[src/cispc_pkg.sv]
/*
  Package for the idle/stop power control block: register address, field
  positions, reset values, mode enumeration and the carrier structs.
  Assumes a special-function register port driven by the core, one clock.
*/
// Overview of operation
// - Writing 1 to idle bit gates cpu clock; peripheral clocks keep running.
// - During idle no cpu register or memory write enable is given.
// - Idle ends only on enabled interrupt or reset.
// - Interrupt wake clears idle bit, restarts cpu clock, lets interrupt be serviced.
// - After interrupt return execution continues after the idle-setting instruction.
// - Reset ending idle runs normal reset sequence, fetch from 0x0000.
// - Enabled watchdog counts during idle; overflow reset ends idle.
// - Writing 1 to stop bit halts cpu and internal oscillators.
// - In stop, interrupts and timers inactive; clock loss detector keeps running.
// - Only a reset ends stop; normal reset sequence, start at 0x0000.
// - Enabled clock loss detector reset ends stop; software disables it for long sleeps.
// - Reads of stop and idle bits always return 0.
// - Control register at address 0x87 on every page, reset value zero.
`default_nettype none
package cispc_pkg;
  localparam logic [7:0]  CISPC_PMC_ADDR   = 8'h87;
  localparam logic [7:0]  CISPC_PMC_RESET  = 8'h00;
  localparam int          CISPC_IDLE_BIT   = 0;
  localparam int          CISPC_STOP_BIT   = 1;
  localparam logic [15:0] CISPC_RESET_VEC  = 16'h0000;
  localparam int          CISPC_LOSS_TIMEOUT_US  = 100;
  localparam int          CISPC_CLK_MHZ          = 25;
  localparam int          CISPC_LOSS_TIMEOUT_CYC = CISPC_LOSS_TIMEOUT_US * CISPC_CLK_MHZ;

  typedef enum logic [1:0] {CISPC_RUN, CISPC_IDLE, CISPC_STOP} cispc_mode_t;

  typedef struct packed {
    logic       wr;
    logic       rd;
    logic [7:0] addr;
    logic [7:0] wdata;
    logic       instr_done;
  } cispc_sfr_req_t;

  typedef struct packed {
    logic cpu_clk_en;
    logic osc_en;
    logic periph_clk_en;
    logic irq_timer_en;
    logic cpu_wr_en;
  } cispc_gate_t;
endpackage : cispc_pkg
`default_nettype wire

[src/cispc_power_ctl.sv]
/*
  Idle/stop power mode controller. Holds the power mode control register,
  gates the cpu clock and oscillator enables, and wakes on interrupt or reset.
  Assumes the core gives a write strobe, read strobe and instruction-complete
  pulse on clk_in; reset sources (pin, watchdog, clock loss) arrive as levels.
*/
`default_nettype none
module cispc_power_ctl
  import cispc_pkg::*;
(
  // clock and reset
  input  wire logic            clk_in,
  input  wire logic            rst_n_in,
  // special-function register port
  input  wire cispc_sfr_req_t  sfr_in,
  output logic [7:0]           sfr_rdata_out,
  output logic                 sfr_hit_out,
  // wake and reset sources
  input  wire logic            irq_enabled_pending_in,
  input  wire logic            ext_reset_n_pin_in,
  input  wire logic            watchdog_unit_ovf_in,
  input  wire logic            clock_loss_detector_fire_in,
  // gating and status
  output cispc_gate_t          gate_out,
  output cispc_mode_t          mode_out,
  output logic                 core_reset_out,
  output logic [15:0]          fetch_vec_out,
  output logic                 irq_wake_out
);
  // ==========================================================
  // pin synchroniser
  logic rst_pin_s1, rst_pin_s2;
  always_ff @(posedge clk_in) begin
    rst_pin_s1 <= ext_reset_n_pin_in;
    rst_pin_s2 <= rst_pin_s1;
  end

  // ==========================================================
  // reset sources
  logic any_reset;
  assign any_reset = !rst_n_in || !rst_pin_s2 || watchdog_unit_ovf_in
                     || clock_loss_detector_fire_in;

  // ==========================================================
  // mode request latch: takes effect once the writing instruction completes
  logic        wr_hit;
  logic        req_idle, req_stop;
  cispc_mode_t mode, next_mode;
  assign wr_hit = sfr_in.wr && (sfr_in.addr == CISPC_PMC_ADDR);

  always_ff @(posedge clk_in) begin
    if (any_reset) begin
      req_idle <= 1'b0;
      req_stop <= 1'b0;
    end else if (wr_hit) begin
      req_idle <= sfr_in.wdata[CISPC_IDLE_BIT];
      req_stop <= sfr_in.wdata[CISPC_STOP_BIT];
    end else if (sfr_in.instr_done) begin
      req_idle <= 1'b0;
      req_stop <= 1'b0;
    end
  end

  // ==========================================================
  // mode state machine
  always_comb begin
    next_mode = mode;
    case (mode)
      CISPC_RUN: begin
        if (sfr_in.instr_done && req_stop) begin
          next_mode = CISPC_STOP;
        end else if (sfr_in.instr_done && req_idle) begin
          next_mode = CISPC_IDLE;
        end
      end
      CISPC_IDLE: begin
        if (irq_enabled_pending_in) begin
          next_mode = CISPC_RUN;
        end
      end
      CISPC_STOP: begin
        next_mode = CISPC_STOP;  // interrupts ignored
      end
      default: begin
        next_mode = CISPC_RUN;
      end
    endcase
  end

  always_ff @(posedge clk_in) begin
    if (any_reset) begin
      mode <= CISPC_RUN;
    end else begin
      mode <= next_mode;
    end
  end

  // ==========================================================
  // registered outputs
  always_ff @(posedge clk_in) begin
    if (!rst_n_in) begin
      gate_out <= '{cpu_clk_en: 1'b1, osc_en: 1'b1, periph_clk_en: 1'b1,
                    irq_timer_en: 1'b1, cpu_wr_en: 1'b1};
    end else begin
      // clock loss detector is outside this gating and keeps running
      gate_out.cpu_clk_en    <= any_reset || (next_mode == CISPC_RUN);
      gate_out.cpu_wr_en     <= any_reset || (next_mode == CISPC_RUN);
      gate_out.osc_en        <= any_reset || (next_mode != CISPC_STOP);
      gate_out.periph_clk_en <= any_reset || (next_mode != CISPC_STOP);
      gate_out.irq_timer_en  <= any_reset || (next_mode != CISPC_STOP);
    end
  end

  always_ff @(posedge clk_in) begin
    if (!rst_n_in) begin
      mode_out       <= CISPC_RUN;
      core_reset_out <= 1'b1;
      irq_wake_out   <= 1'b0;
    end else begin
      mode_out       <= any_reset ? CISPC_RUN : next_mode;
      core_reset_out <= any_reset;
      // core resumes at the instruction after the setting one on return
      irq_wake_out   <= !any_reset && mode == CISPC_IDLE && irq_enabled_pending_in;
    end
  end

  always_ff @(posedge clk_in) begin
    if (!rst_n_in) begin
      fetch_vec_out <= CISPC_RESET_VEC;
    end else begin
      fetch_vec_out <= CISPC_RESET_VEC;
    end
  end

  // ==========================================================
  // read port: mode bits are write-only, reserved bits read zero
  always_ff @(posedge clk_in) begin
    if (!rst_n_in) begin
      sfr_rdata_out <= CISPC_PMC_RESET;
      sfr_hit_out   <= 1'b0;
    end else begin
      sfr_hit_out   <= (sfr_in.rd || sfr_in.wr) && sfr_in.addr == CISPC_PMC_ADDR;
      sfr_rdata_out <= CISPC_PMC_RESET;
    end
  end
endmodule : cispc_power_ctl
`default_nettype wire

[config.mk]
export PLATFORM = sky130hd
export DESIGN_NAME = cispc_power_ctl
export DESIGN_NICKNAME = d
export VERILOG_FILES = /design/src/cispc_pkg.sv /design/src/cispc_power_ctl.sv
export SDC_FILE = /design/constraint.sdc
export NUM_CORES = 1
export LEC_CHECK = 0
export ABC_AREA = 1
export BUFFER_PORTS_ARGS = -buffer_cell sky130_fd_sc_hd__buf_2
export CAP_MARGIN = 20
export CORE_ASPECT_RATIO = 1.25
export CORE_MARGIN = 2
export CORE_UTILIZATION = 30
export DETAILED_ROUTE_END_ITERATION = 8
export GPL_TIMING_DRIVEN = 0
export PLACE_DENSITY_LB_ADDON = 0.2
export SLEW_MARGIN = 10
export SYNTH_ARGS = -nofsm -noshare
export SYNTH_HDL_FRONTEND = slang
export SYNTH_SLANG_ARGS = --single-unit
[constraint.sdc]
create_clock -name clk_in -period 0.8 [get_ports clk_in]
set_input_delay 0.08 -clock clk_in [delete_from_list [all_inputs] [get_ports clk_in]]
set_output_delay 0.08 -clock clk_in [all_outputs]
set_load 0.1 [all_outputs]
==> impl_metrics.tcl <==
set metrics [dict create \
    status "finished with violations" \
    violations "setup timing" \
    cap_viol_max_count 0 \
    die_w_um 46.7 \
    drtPass1Iterations 1 \
    fin_crit_sh_pct 124 \
    placed_cells 160 \
    whs_path_depth 3 \
    setup_tns_ns -1.23 \
    hpwlAfterDp_um 925 \
    netSwitchingPower_uw 759 \
    syn_area_per_cell_um2 8.77 \
    synth_cells 78 \
    synth_cell_types 18 \
    drive_gt1_share_pct 63.0 \
    rsz0062_at_grt "yes" \
    cts_tree "done" \
    synth_flop_cell "dfxtp_1" \
    portBuffers 28 \
    pwr-share-seq_pct 37.5 \
    reg2regPathDepth 4 \
    crit_buf_inv 2 \
    gp_congestion 0.634 \
    vias_per_cell 3.42 \
    overflow 0 \
    clockPowerShare_pct 23.0 \
    critPathMaxFanout 3 \
    route.detailed.drc 0 \
    die_h_um 57.4 \
    synthTopCellsByCount "buf_4 (27), dfxtp_1 (13), inv_1 (6), nand2_1 (6)" \
    hold_class "primary input to flop" \
    cp.arrival_ns 0.91 \
    cp_common_cell "buf_12" \
    wl_per_cell_um 7.16 \
    intPower_uw 965 \
    slowest_stage "dfxtp_4" \
    start_util_pct 31.3 \
    cts-root-buf "clkbuf_4" \
    wl_um 1190 \
    cts_buffers 3 \
    min_period_ns 0.993 \
    powerDensity_nw_per_um2 1420 \
    io_pins 59 \
    antenna_found_initial 0 \
    clkTransAtPathRegs_ns 0.08 \
    holdWs_ns 0.0652 \
    worst-setup-path-type "flop to output pin" \
    drtIter0Drc 0 \
    area_growth_pct 77.3 \
    yosysWarningCount 0 \
    hold_viol 0 \
    cpPeakStageDelay_ns 0.37 \
    grt_max_degree 8 \
    p_sw_share_pct 44.0 \
    cp.required_ns 0.72 \
    power_frac_comb_pct 39.5 \
    synth.area.top_cells "dfxtp_1 (38%), buf_4 (30%), inv_1 (3.3%)" \
    path_cells "buf_12, buf_12" \
    async_flop_share_pct 0 \
    setup_viol 11 \
    path_delay_family "flip-flops" \
    cp_num_cells 2 \
    htreeDepth 1 \
    dieArea_um2 2680 \
    ant_nets 0 \
    slew_viol_final 0 \
    rows 19 \
    track_usage_pct 9.88 \
    ir_drop_mv 1.37 \
    layoutNonFillerInstCount 166 \
    grt_pass1_wl_um 1900 \
    critPathLaunchType "flop" \
    n_antenna_cell 0 \
    synth_area_um2 684 \
    worst_skew_pair.late_latency_ns 0.27 \
    yosysSeqAreaShare_pct 38.0 \
    final_nets 161 \
    synth_edf_count 0 \
    yosysTopAreaCellShare_pct 38.0 \
    final_core_util_pct 55.5 \
    cts.sink_count 13 \
    fin_ws_ns -0.193 \
    clock_path_buffers 2 \
    synth_top_cell_by_area "dfxtp_1" \
    p_leak_uw 0.000645 \
    finalClockSkew_ns 0.00223 \
    yosysMostFrequentCell "buf_4" \
    ys_ff_latch 13 \
    fp.coreArea_um2 2190 \
    vias 567 \
    worst_setup_path_end_kind "output pin" \
    fmax_mhz 1010 \
    grt_pass1_vias 491 \
]
## routing by layer
layer | track usage (%) | wire [um] | vias up
met5 | 0 | 0 | -
met3 | 6.01 | 123 | 0
li1 | - | - | 311
met4 | 2.38 | 0 | 0
met2 | 17.1 | 637 | 30
met1 | 9.77 | 427 | 226
## power groups by stage
stage	Clock, uW	Combinational (uW)	Sequential (uW)
detailed placement	0	667	665
CTS	418	675	650
global placement	0	665	665
finish	396	681	647
floorplan	0	604	675
global route	454	704	648
## cell usage in the layout, fill, tap and decap left out, drive strengths merged
cell,count
a21oi,5
nand3,5
dfxtp,13
dlygate4sd3,1
o2111a,1
buf,56
inv,9
nand2,7
nand3b,1
nand4,3
clkbuf,4
conb,24
nor2,6
## state kept, by name (all words and copies together) (netlist names)
name            count
gate_out            2
mode                2
mode_out            2
core_reset_out      1
irq_wake_out        1
req_idle            1
req_stop            1
rst_pin_s1          1
rst_pin_s2          1
sfr_hit_out         1
## per-stage QoR
stage | power (uW) | worst slack (ns) | instance area, um^2
after global placement | 1330 | -0.119 | 988
final | 1720 | -0.193 | 1210
after CTS | 1740 | -0.206 | 1170
after global routing | 1810 | -0.239 | 1210
after detailed placement | 1330 | -0.131 | 988
after floorplan | 1280 | -0.164 | 810
## worst register-to-register path, cell delays in order, from the launching register on
cell and delay [ns]:
dfxtp_2 0.34, inv_4 0.07, nand3b_1 0.13, a21oi_2 0.18, nor2_1 0.05
## cell type report
type | count | area (um^2)
well taps | 31 | 38.8
multi-input cells | 52 | 300
plain buffers | 27 | 231
clock buffers | 4 | 26.3
fillers | 221 | 973
flip-flops and latches | 13 | 282
repair buffers | 30 | 299
inverters | 9 | 36.3
## worst paths after layout
path	start	to	slack, ns
hold / removal	irq_enabled_pending_in	irq_wake_out	0.07
setup reg to reg	mode[1]	gate_out[0]	-0.06
setup / recovery	gate_out[1]	gate_out[3]	-0.19
hold reg to reg	rst_pin_s1	rst_pin_s2	0.33
## cells by family after synthesis
| group | count (synthesis) | share of synthesized area [%] |
|---|---|---|
| buffers and inverters | 36 | 34.6 |
| AOI/OAI and AO/OA | 6 | 6.40 |
| and+or+nand+nor | 22 | 20.5 |
| other | 1 | 0.548 |
| DFF | 13 | 38.0 |
## timing repair
| item | in CTS | in global routing |
|---|---|---|
| endpoints found under the hold margin | 1 | 0 |
| pin swaps | 0 | 2 |
| hold buffers | 1 | 0 |
| gates resized for setup | 41 | 10 |
| endpoints found under the setup margin | 11 | 16 |
| buffers inserted | 0 | 1 |
| cloned | 0 | 0 |
No activity file was read; power rests on OpenSTA's default activity.
